[config.mk]
export PLATFORM = sky130hd
export DESIGN_NAME = sysrg_bank
export DESIGN_NICKNAME = d
export VERILOG_FILES = /design/src/sysrg_pkg.sv /design/src/sysrg_protbit.sv /design/src/sysrg_axil.sv /design/src/sysrg_bank.sv
export VERILOG_INCLUDE_DIRS = /design/src
export SDC_FILE = /design/constraint.sdc
export NUM_CORES = 2
export LEC_CHECK = 0
export BUFFER_PORTS_ARGS = -buffer_cell sky130_fd_sc_hd__buf_2
export CAP_MARGIN = 5
export CORE_AREA = 10 10 251 253
export CTS_CLUSTER_SIZE = 16
export DETAILED_ROUTE_END_ITERATION = 16
export DIE_AREA = 0 0 261 263
export HOLD_SLACK_MARGIN = 0.03
export PLACE_DENSITY = 0.79
export RECOVER_POWER = 50
export SLEW_MARGIN = 20
export SYNTH_ARGS = -nofsm -noshare
export SYNTH_HDL_FRONTEND = slang
export SYNTH_SLANG_ARGS = --single-unit
[constraint.sdc]
create_clock -name CORE_CLK -period 37.8 [get_ports CORE_CLK]
set_clock_uncertainty 0.05 [all_clocks]
set_input_delay 3.78 -clock CORE_CLK [delete_from_list [all_inputs] [get_ports CORE_CLK]]
set_output_delay 3.78 -clock CORE_CLK [all_outputs]
set_load 0.005 [all_outputs]
[src/sysrg_consts.svh]
// Purpose: Offsets, field positions, reset values of the system register bank.
// Assumes: Byte addressed AXI4-Lite slave with 32-bit data.
// Notes: Configuration words arrive from nonvolatile bits on input ports.
`ifndef SYSRG_CONSTS_SVH
`define SYSRG_CONSTS_SVH
`define SYSRG_OFS_SUBRST    12'h000
`define SYSRG_OFS_CACHE     12'h004
`define SYSRG_OFS_WDOG      12'h008
`define SYSRG_OFS_RTCWAKE   12'h00C
`define SYSRG_OFS_MEMCTL    12'h010
`define SYSRG_OFS_LANE0     12'h014
`define SYSRG_OFS_LANE1     12'h018
`define SYSRG_OFS_LANE2     12'h01C
`define SYSRG_OFS_LANE3     12'h020
`define SYSRG_OFS_LOCKSTAT  12'h024
`define SYSRG_OFS_STATUS    12'h028
`define SYSRG_NUM_PROT      9
`define SYSRG_IDX_W         4
`define SYSRG_BIT_PERIPHERAL_DMA      4
`define SYSRG_BIT_TIMER     5
`define SYSRG_BIT_COMM      14
`define SYSRG_BIT_HIGH_PERF_DMA     16
`define SYSRG_BIT_NVM0      0
`define SYSRG_BIT_NVM1      1
`define SYSRG_BIT_SRAM0     2
`define SYSRG_BIT_SRAM1     3
`define SYSRG_KEEP_ALIVE    32'h0001_400F
`define SYSRG_RTC_MASK_LSB  0
`define SYSRG_RESP_OKAY     2'h0
`define SYSRG_RESP_SLVERR   2'h2
`define SYSRG_ZERO_WORD     32'h0000_0000
`endif

[src/sysrg_pkg.sv]
// Purpose: Types shared by the system register bank.
// Assumes: Constants come from sysrg_consts.svh.
// Notes: Nothing here is synthesised on its own.
`include "sysrg_consts.svh"
package sysrg_pkg;
	typedef logic [31:0] sysrg_word_t;
	typedef struct packed {
		logic [11:0] addr;
		sysrg_word_t data;
		logic [3:0]  strb;
	} sysrg_wreq_t;
	typedef struct packed {
		sysrg_word_t subrst;
		sysrg_word_t cache;
		sysrg_word_t wdog;
		sysrg_word_t rtcwake;
	} sysrg_ctrl_t;
	typedef enum logic [1:0] {
		SYSRG_W_IDLE = 2'h0,
		SYSRG_W_RESP = 2'h1
	} sysrg_wstate_t;
endpackage : sysrg_pkg

[src/sysrg_protbit.sv]
// Purpose: One protectable register word with a lock mask per bit.
// Assumes: Lock mask bit of 1 means unlocked, 0 means locked.
// Notes: Locked bits are forced to the initial value every cycle.
`timescale 1ns/1ps
`include "sysrg_consts.svh"
module sysrg_protbit
	import sysrg_pkg::*;
(
	input  wire logic        CORE_CLK,
	input  wire logic        RST,
	input  wire sysrg_word_t init_value,
	input  wire sysrg_word_t unlock_mask,
	input  wire logic        wr_en,
	input  wire sysrg_word_t wr_data,
	input  wire sysrg_word_t wr_bits,
	output      sysrg_word_t value
);
	sysrg_word_t stored;
	logic        loaded;
	sysrg_word_t next_stored;

	always_comb begin
		next_stored = stored;
		if (wr_en) begin
			next_stored = (stored & ~(wr_bits & unlock_mask)) |
				(wr_data & wr_bits & unlock_mask);
		end
	end

	// A plain flop could be upset; locked bits are taken from the initial value, not the flop.
	always_ff @(posedge CORE_CLK or posedge RST) begin
		if (RST) begin
			stored <= `SYSRG_ZERO_WORD;
			loaded <= 1'b0;
		end else if (!loaded) begin
			stored <= init_value;
			loaded <= 1'b1;
		end else begin
			stored <= next_stored;
		end
	end

	// Locked bits show the configured value regardless of the flop.
	assign value = loaded ? ((stored & unlock_mask) |
		(init_value & ~unlock_mask)) : init_value;
endmodule : sysrg_protbit

[src/sysrg_axil.sv]
// Purpose: AXI4-Lite write channel handling for the register bank.
// Assumes: One write and one read outstanding at most.
// Notes: Address and data are taken in either order.
`timescale 1ns/1ps
module sysrg_axil
	import sysrg_pkg::*;
(
	input  wire logic        CORE_CLK,
	input  wire logic        RST,
	input  wire logic [11:0] awaddr,
	input  wire logic        awvalid,
	output      logic        awready,
	input  wire sysrg_word_t wdata,
	input  wire logic [3:0]  wstrb,
	input  wire logic        wvalid,
	output      logic        wready,
	output      logic        bvalid,
	input  wire logic        bready,
	output      sysrg_wreq_t wreq,
	output      logic        wfire
);
	sysrg_wstate_t wstate;
	logic          have_a;
	logic          have_d;

	assign awready = (wstate == SYSRG_W_IDLE) && !have_a;
	assign wready  = (wstate == SYSRG_W_IDLE) && !have_d;
	assign wfire   = (wstate == SYSRG_W_IDLE) &&
		(have_a || awvalid) && (have_d || wvalid);
	assign bvalid  = (wstate == SYSRG_W_RESP);

	always_ff @(posedge CORE_CLK or posedge RST) begin
		if (RST) begin
			have_a    <= 1'b0;
			have_d    <= 1'b0;
			wreq      <= '0;
			wstate    <= SYSRG_W_IDLE;
		end else begin
			case (wstate)
				SYSRG_W_IDLE: begin
					if (awvalid && awready) begin
						wreq.addr <= awaddr;
						have_a    <= 1'b1;
					end
					if (wvalid && wready) begin
						wreq.data <= wdata;
						wreq.strb <= wstrb;
						have_d    <= 1'b1;
					end
					if (wfire) begin
						wstate <= SYSRG_W_RESP;
					end
				end
				SYSRG_W_RESP: begin
					have_a <= 1'b0;
					have_d <= 1'b0;
					if (bready) begin
						wstate <= SYSRG_W_IDLE;
					end
				end
				default: wstate <= SYSRG_W_IDLE;
			endcase
		end
	end
endmodule : sysrg_axil

[src/sysrg_bank.sv]
// Purpose: System register bank with nonvolatile initial values and locks.
// Assumes: Configuration and lock words are static nonvolatile inputs.
// Notes: Reached over AXI4-Lite; outputs drive sub-block resets.
//
// Implementation choices: the address map and the AXI4-Lite interface to the registers.
`timescale 1ns/1ps
`include "sysrg_consts.svh"
module sysrg_bank
	import sysrg_pkg::*;
(
	input  wire logic        CORE_CLK,
	input  wire logic        RST,
	input  wire logic        VARIANT_MEMSUB,
	input  wire sysrg_word_t PRESENT_MASK,
	input  wire sysrg_word_t INIT_SUBRST,
	input  wire sysrg_word_t INIT_CACHE,
	input  wire sysrg_word_t INIT_WDOG,
	input  wire sysrg_word_t INIT_RTCWAKE,
	input  wire sysrg_word_t INIT_MEMCTL,
	input  wire sysrg_word_t INIT_LANE0,
	input  wire sysrg_word_t INIT_LANE1,
	input  wire sysrg_word_t INIT_LANE2,
	input  wire sysrg_word_t INIT_LANE3,
	input  wire logic [8:0]  REG_UNLOCK,
	input  wire sysrg_word_t FIELD_UNLOCK_SUBRST,
	input  wire sysrg_word_t FIELD_UNLOCK_RTC,
	input  wire logic [11:0] S_AXI_AWADDR,
	input  wire logic        S_AXI_AWVALID,
	output      logic        S_AXI_AWREADY,
	input  wire sysrg_word_t S_AXI_WDATA,
	input  wire logic [3:0]  S_AXI_WSTRB,
	input  wire logic        S_AXI_WVALID,
	output      logic        S_AXI_WREADY,
	output      logic [1:0]  S_AXI_BRESP,
	output      logic        S_AXI_BVALID,
	input  wire logic        S_AXI_BREADY,
	input  wire logic [11:0] S_AXI_ARADDR,
	input  wire logic        S_AXI_ARVALID,
	output      logic        S_AXI_ARREADY,
	output      sysrg_word_t S_AXI_RDATA,
	output      logic [1:0]  S_AXI_RRESP,
	output      logic        S_AXI_RVALID,
	input  wire logic        S_AXI_RREADY,
	output      sysrg_ctrl_t CTRL_OUT,
	output      sysrg_word_t SUBBLOCK_RESET_HOLD,
	output      logic        RTC_WAKE_MASKED
);
	sysrg_wreq_t  wreq;
	logic         wfire;
	sysrg_word_t  init_vals   [`SYSRG_NUM_PROT];
	sysrg_word_t  unlock_vals [`SYSRG_NUM_PROT];
	sysrg_word_t  reg_vals    [`SYSRG_NUM_PROT];
	logic [`SYSRG_NUM_PROT-1:0] reg_sel;
	logic         wr_mapped;
	logic         wr_locked_hit;
	logic [15:0]  refused_count;
	logic         rd_mapped;
	sysrg_word_t  rd_word;
	logic         was_written;

	// Decodes a byte address to a protectable register index, or all ones.
	function automatic logic [`SYSRG_IDX_W-1:0] reg_index(
		input logic [11:0] addr);
		logic [`SYSRG_IDX_W-1:0] idx;
		idx = 4'hF;
		if (addr[1:0] == 2'h0 && addr[11:2] < 10'(`SYSRG_NUM_PROT)) begin
			idx = addr[5:2];
		end
		return idx;
	endfunction : reg_index

	// Expands four byte strobes into a bit mask.
	function automatic sysrg_word_t strb_bits(input logic [3:0] strb);
		sysrg_word_t m;
		m = `SYSRG_ZERO_WORD;
		for (int b = 0; b < 4; b++) begin
			m[b*8 +: 8] = {8{strb[b]}};
		end
		return m;
	endfunction : strb_bits

	assign init_vals[0] = INIT_SUBRST;
	assign init_vals[1] = INIT_CACHE;
	assign init_vals[2] = INIT_WDOG;
	assign init_vals[3] = INIT_RTCWAKE;
	assign init_vals[4] = INIT_MEMCTL;
	assign init_vals[5] = INIT_LANE0;
	assign init_vals[6] = INIT_LANE1;
	assign init_vals[7] = INIT_LANE2;
	assign init_vals[8] = INIT_LANE3;

	// Register lock and, for words 0 and 3, field lock combine; both must be 1 to write.
	always_comb begin
		for (int i = 0; i < `SYSRG_NUM_PROT; i++) begin
			unlock_vals[i] = {32{REG_UNLOCK[i]}};
		end
		unlock_vals[0] = unlock_vals[0] & FIELD_UNLOCK_SUBRST;
		unlock_vals[3] = unlock_vals[3] & FIELD_UNLOCK_RTC;
	end

	sysrg_axil u_axil (
		.CORE_CLK (CORE_CLK),
		.RST      (RST),
		.awaddr   (S_AXI_AWADDR),
		.awvalid  (S_AXI_AWVALID),
		.awready  (S_AXI_AWREADY),
		.wdata    (S_AXI_WDATA),
		.wstrb    (S_AXI_WSTRB),
		.wvalid   (S_AXI_WVALID),
		.wready   (S_AXI_WREADY),
		.bvalid   (S_AXI_BVALID),
		.bready   (S_AXI_BREADY),
		.wreq     (wreq),
		.wfire    (wfire)
	);

	// The write request is committed one cycle after the handshake.
	always_ff @(posedge CORE_CLK or posedge RST) begin
		if (RST) begin
			was_written <= 1'b0;
		end else begin
			was_written <= wfire;
		end
	end

	always_comb begin
		reg_sel = '0;
		if (was_written && reg_index(wreq.addr) != 4'hF) begin
			reg_sel[reg_index(wreq.addr)] = 1'b1;
		end
	end

	genvar g;
	generate
		for (g = 0; g < `SYSRG_NUM_PROT; g++) begin : g_reg
			sysrg_protbit u_reg (
				.CORE_CLK    (CORE_CLK),
				.RST         (RST),
				.init_value  (init_vals[g]),
				.unlock_mask (unlock_vals[g]),
				.wr_en       (reg_sel[g]),
				.wr_data     (wreq.data),
				.wr_bits     (strb_bits(wreq.strb)),
				.value       (reg_vals[g])
			);
		end
	endgenerate

	assign wr_mapped = reg_index(wreq.addr) != 4'hF ||
		wreq.addr == `SYSRG_OFS_LOCKSTAT || wreq.addr == `SYSRG_OFS_STATUS;
	assign wr_locked_hit = (reg_sel != '0) && ((strb_bits(wreq.strb) &
		~unlock_vals[reg_index(wreq.addr)]) != `SYSRG_ZERO_WORD);

	// Locked writes answer OKAY; only unmapped addresses give an error.
	assign S_AXI_BRESP = wr_mapped ? `SYSRG_RESP_OKAY : `SYSRG_RESP_SLVERR;

	// Counts refused write attempts so software can see lock activity.
	always_ff @(posedge CORE_CLK or posedge RST) begin
		if (RST) begin
			refused_count <= 16'h0000;
		end else if (wr_locked_hit && refused_count != 16'hFFFF) begin
			refused_count <= refused_count + 16'h0001;
		end
	end

	always_comb begin
		rd_word   = `SYSRG_ZERO_WORD;
		rd_mapped = 1'b1;
		if (reg_index(S_AXI_ARADDR) != 4'hF) begin
			rd_word = reg_vals[reg_index(S_AXI_ARADDR)];
		end else if (S_AXI_ARADDR == `SYSRG_OFS_LOCKSTAT) begin
			rd_word = {23'h000000, REG_UNLOCK};
		end else if (S_AXI_ARADDR == `SYSRG_OFS_STATUS) begin
			rd_word = {15'h0000, VARIANT_MEMSUB, refused_count};
		end else begin
			rd_mapped = 1'b0;
		end
	end

	assign S_AXI_ARREADY = !S_AXI_RVALID;

	always_ff @(posedge CORE_CLK or posedge RST) begin
		if (RST) begin
			S_AXI_RVALID <= 1'b0;
			S_AXI_RDATA  <= `SYSRG_ZERO_WORD;
			S_AXI_RRESP  <= `SYSRG_RESP_OKAY;
		end else if (S_AXI_ARVALID && S_AXI_ARREADY) begin
			S_AXI_RVALID <= 1'b1;
			S_AXI_RDATA  <= rd_word;
			S_AXI_RRESP  <= rd_mapped ? `SYSRG_RESP_OKAY : `SYSRG_RESP_SLVERR;
		end else if (S_AXI_RREADY) begin
			S_AXI_RVALID <= 1'b0;
		end
	end

	// The hold pattern is a flop so resets never glitch on decode paths.
	always_ff @(posedge CORE_CLK or posedge RST) begin
		if (RST) begin
			SUBBLOCK_RESET_HOLD <= ~(`SYSRG_KEEP_ALIVE);
			RTC_WAKE_MASKED     <= 1'b1;
			CTRL_OUT            <= '0;
		end else begin
			SUBBLOCK_RESET_HOLD <= (reg_vals[0] |
				(VARIANT_MEMSUB ? ~PRESENT_MASK : `SYSRG_ZERO_WORD)) &
				~(`SYSRG_KEEP_ALIVE);
			RTC_WAKE_MASKED <= reg_vals[3][`SYSRG_RTC_MASK_LSB];
			CTRL_OUT <= '{reg_vals[0], reg_vals[1], reg_vals[2], reg_vals[3]};
		end
	end
endmodule : sysrg_bank

Word-level counts from Yosys, hierarchy flattened
Cells that the tools add are included.
{"block": "classes", "addsub": 1, "reduce_logical": 32, "eq_ne": 21, "mux": 58, "magnitude_cmp": 6, "n_bitwise": 90}
{"cell": "$and 32x32->32", "count": 49}
{"cell": "$mux 32", "count": 33}
{"cell": "$not 32->32", "count": 20}
{"cell": "$or 32x32->32", "count": 19}
{"cell": "$bmux 32 s4", "count": 2}
{"cell": "$eq 12x6->1 const B", "count": 4}
{"cell": "$mux 17", "count": 2}
{"cell": "$reduce_bool 32->1", "count": 1}
{"cell": "$ne 2x2->1 const B", "count": 12}
{"cell": "$lt 10x4->1 const B", "count": 2}
{"cell": "$add 16x1->16 const B", "count": 1}
{"cell": "$mux 4", "count": 4}
{"cell": "$ne 16x16->1 const B", "count": 1}
{"cell": "$logic_and 1x1->1", "count": 13}
{"cell": "$ge 5x5->1 const B", "count": 2}
{"cell": "$not 4->5", "count": 2}
{"cell": "$reduce_and 2->1", "count": 5}
{"cell": "$mux 9", "count": 1}
{"cell": "$reduce_bool 9->1", "count": 1}
{"cell": "$mux 1", "count": 8}
{"cell": "$mux 2", "count": 4}
{"cell": "$ne 4x4->1 const B", "count": 2}
{"cell": "$logic_not 2->1", "count": 3}
{"cell": "$lt 4x5->1 const B", "count": 1}
{"cell": "other kinds (9)", "count": 16}
{"block": "word_totals", "in_bits": 461, "wordCells": 235, "output_inout_bits": 202, "register_bits": 548}

Depth between registers and ports, before layout
{"block": "depth", "word_depth": 14, "ltp_mapped": 11, "depth_no_buf": 9}

Cells and area by module
From an unflattened synthesis, not the netlist that was laid out.
{"block": "unflattened", "hier_cells": 3284, "hier_area_um2": 31863.1}
{"module": "sysrg_protbit", "instances": 9, "seq_area_each_um2": 825.8, "cells_per_inst": 241, "area_each_um2": 2194.6}
{"module": "sysrg_bank", "instances": 1, "seq_area_each_um2": 5188.7, "cells_per_inst": 998, "area_each_um2": 10014.6}
{"module": "sysrg_axil", "instances": 1, "seq_area_each_um2": 1276.2, "cells_per_inst": 117, "area_each_um2": 2097.0}

Least setup slack after synthesis
No wires, ideal clock.
{"block": "synth_path", "path_type": "input to register", "start": "in S_AXI_ARADDR[1]", "end": "reg S_AXI_RDATA[30]", "stages": 9, "t_required_ns": 37.624, "setup_time_ns": 0.126, "n_path_buf": 2, "arrival_time_ns": 5.496, "setup_slack_ns": 32.128, "cell_sequence": "nor4_4 -> nand2_4 -> a211oi_2 -> buf_4 -> buf_6 -> nand3_1 -> a311oi_1 -> a31oi_1 -> a221o_1"}
{"block": "synth_via", "elab_chain_len": 9, "elab_cells_between_ends": 10, "classes_between": "eq/ne: 1; mux: 6; bitwise: 1; reduce/logical: 2"}
{"item": "start: declaration", "line_no": "sysrg_bank.sv:37", "source": "input wire logic [11:0] S_AXI_ARADDR,"}
{"item": "$logic_not 2->1 (*)", "line_no": "sysrg_bank.sv:66", "source": "if (addr[1:0] == 2'h0 && addr[11:2] < 10'(`SYSRG_NUM_PROT)) begin"}
{"item": "$logic_and 1x1->1 (*)", "line_no": "sysrg_bank.sv:66"}
{"item": "$mux 4 (*)", "line_no": "sysrg_bank.sv:66"}
{"item": "$mux 4", "line_no": "sysrg_bank.sv:169", "source": "if (reg_index(S_AXI_ARADDR) != 4'hF) begin"}
{"item": "$not 4->5 (implied by the code)", "line_no": "sysrg_bank.sv:170", "source": "rd_word = reg_vals[reg_index(S_AXI_ARADDR)];"}
{"item": "$bmux 32 s4", "line_no": "sysrg_bank.sv:170"}
{"item": "$mux 32 (implied by the code) (2 in series)", "line_no": "sysrg_bank.sv:170"}
{"item": "$mux 32 (*)", "line_no": "sysrg_bank.sv:169"}
{"item": "end signal: assignment", "line_no": "sysrg_bank.sv:185", "source": "S_AXI_RDATA <= `SYSRG_ZERO_WORD;"}
{"item": "end signal: assignment", "line_no": "sysrg_bank.sv:189", "source": "S_AXI_RDATA <= rd_word;"}
{"item": "end: declaration", "line_no": "sysrg_bank.sv:40", "source": "output sysrg_word_t S_AXI_RDATA,"}
Mark *: on every way between the ends. The rest lies on a longest branch, timed or not. The select of a mux whose other input is x is not followed.
A chain may end at the register's enable or synchronous reset.

==> results.ini <==
[cts]
cts_made_buffers=58
h-tree-depth=2
cts.root.buffer_cell=clkbuf_16
cts.repair.resized=0
clock_path_buffers=3
tritoncts=built
postCtsSetupRepairBufs=0
clk_latency_ns=0.64
clk_pin_slew_ns=0.07
postCtsHoldBufs=0
clkSinkCount=546

[min_path]
whs_path_depth=2
hp-class=reg -> reg
whs_endpoint=S_AXI_RRESP[1]
hold_start=S_AXI_RRESP[1]

[placement]
port_buffers=648
hpwlAfterDp_mm=86.41
gp_congestion=0.9437

[global_routing]
antenna_found_initial=60
overflow=0
grt_pass1_wl_mm=168.8
grt_start_max_net_pins=215
grt_usage=0.3276
grt_pass1_vias=25220

[setup_path]
crit_arrival_ns=13.32
cp-end-kind=asynchronous set/reset pin
startpoint=RST
path_max_fanout=146
worstReg2RegEnd=S_AXI_RDATA[1]
r2r_cells=10
start_kind=input port
required_ns=36.48
r2r_start=g_reg[5].u_reg.loaded
r2r_setup_slack_ns=31.75
path_class=in -> async

[logic_synthesis]
synthTopCellsByArea=dfrtp_1 (46%), mux2i_1 (9.8%), mux2_2 (7.3%)
yosysTopAreaCellShare=0.4579
synth_commonest_cells=dfrtp_1 (519), a21oi_1 (336), nor2_1 (323)
synth.avg_cell_area_um2=9.754
synth_top_family_by_area=multiplexers
synth-compound-area-share=0.1497
synth-xor-area-share=0.004632
synthArstFlopShare=1.000
synth.yosys.seq_area_share=0.4829
synth_cell_types=73
synthesis.area_um2=28360
syn_inst=2908
post_synth_mux_area_share=0.1720
synth-simple-area-share=0.1476
synth.most_common_cell=dfrtp_1
ys_ff_latch=546
yosysTopAreaCell=dfrtp_1
yosys_warnings=0
ys.flop_type=dfrtp_1
synthAdderAreaFrac=0.0004411
synth-edff-count=0

[power_and_ir_drop]
ir_worst_vdd_mv=0.05486
p_leak_nw=16.22
power_density_nw_per_um2=50.13

[detailed_routing]
drtIter0Drc=3029
viasPerCell=6.108
first_pass_iters=7
final_antenna_net_count=0
drc=0
wl_per_cell_um=27.41
vias=26030
drt_wl_total_mm=116.8

[job]
maxCapViolations=9

[outcome]
status=complete, but fails checks
violations=capacitance limit, slew limit

[timing]
period_share=0.3871
tns_ns=0
max_freq_mhz=68.33
rsz0062_at_grt=false
setup_violations=0
hold_violations=0
worst_pin_slew_ns=7.989
relSlewSlack=-4.326
drv_slew=536
finalCriticalPeriod_ns=14.63
hold_slack_ns=0.4354

[layout]
drive_gt1_frac=0.2648
nNetsFinal=3865
syn2layout_area_growth_pct=19.33

[floorplan]
core_area_um2=58240
initial_core_util=0.4870
num_rows=89
dieArea_um2=68640
pin_count=663
die_height_um=263
die_w_um=261

## power by group
part / internal [W] / switching (W) / total (W) / leakage, nW
Clock: 0.000355 / 0.000258 / 0.000613 / 0.992
Combinational: 0.000124 / 0.000142 / 0.000267 / 8.94
Sequential: 0.000661 / 0.000157 / 0.000818 / 6.29
Total: 0.00114 / 0.000557 / 0.00170 / 16.2
## area by class of cell
type                       count  area [µm²]
timing repair buffer         679        3441
multi-input combinational   2085       13510
antenna                       36       90.09
tap                          773       967.2
clock buffer                  78        1648
sequential                   546       13700
inverter                      33       125.1
fill                        5039       24390
clock inverter                31       369.1
## how the worst max path moves through the flow
stage,to,slack (ns)
2_1_floorplan,CTRL_OUT[0],18.75
3_3_place_gp,S_AXI_RDATA[30],30.15
3_5_place_dp,S_AXI_RDATA[30],30.08
4_1_cts,S_AXI_RDATA[31],30.73
5_1_grt,CTRL_OUT[19],21.26
6_report,g_reg[7].u_reg.stored[16],23.17
## kinds of logic after synthesis
group                      count (synthesis)
other                                      2
and+or+nand+nor                          935
AOI/OAI and AO/OA                        662
xor gates and xnor gates                  15
DFF                                      546
adders and majority gates                  1
buffers and inverters                    284
muxes                                    463
## metrics by stage
stage	power (W)	setup slack, ns	instance area (µm²)	std cells	util
after floorplan	0.0009141	18.75	28390	2915	-
after global placement	0.001074	30.15	31820	4116	0.5464
after detailed placement	0.001084	30.08	31820	4116	0.5464
after CTS	0.001694	30.73	33840	4225	0.5811
after global routing	0.001752	21.26	33830	4253	0.5808
final	0.001697	23.17	33850	4261	0.5812
## cell usage in the layout, fill, tap and decap left out, types with 5 or more instances in the layout
master,synthesis,routed
nand2_1,317,323
clkinv_2,0,13
clkbuf_16,0,59
dfstp_2,27,27
xor2_1,10,10
nand3_1,102,102
o221ai_1,23,23
clkbuf_8,0,10
and2_0,0,14
diode_2,0,36
bufinv_16,0,7
a21boi_1,6,6
nor2_1,323,323
or2_2,15,15
mux2_1,0,100
o211ai_1,61,61
a21oi_1,336,336
nor2b_1,53,52
xnor2_1,5,5
buf_4,13,22
a31oi_1,27,27
and2_1,25,10
nand4_1,21,21
o21bai_1,13,13
o21ai_0,62,62
dfrtp_1,519,518
a311oi_1,13,13
mux2i_1,278,278
inv_1,33,32
a211oi_1,15,15
nor3_1,13,12
conb_1,2,9
a221o_1,55,55
mux2_2,184,84
clkbuf_1,162,31
buf_2,59,634
a22oi_1,5,5
and3_1,30,30
## state kept, by name, summed over array words and instances, names as in the netlist, 16 cells and up
| register | cells |
|---|---|
| CTRL_OUT | 128 |
| SUBBLOCK_RESET_HOLD | 26 |
| S_AXI_RDATA | 32 |
| g.u_reg.stored | 288 |
| refused_count | 16 |
| u_axil.wreq | 48 |
## critical path, cell delays in order
cell	delay [ns]
buf_2	0.10
clkinvlp_2	3.29
clkbuf_1	5.82
## per-layer routing
layer	GRT usage	up-vias	wire length, µm
li1	-	11320	-
met1	0.4380	12820	46220
met2	0.4870	1561	51810
met3	0.1008	287	14010
met4	0.1339	36	4513
met5	0	-	224
(Power assumes the default switching activity.)
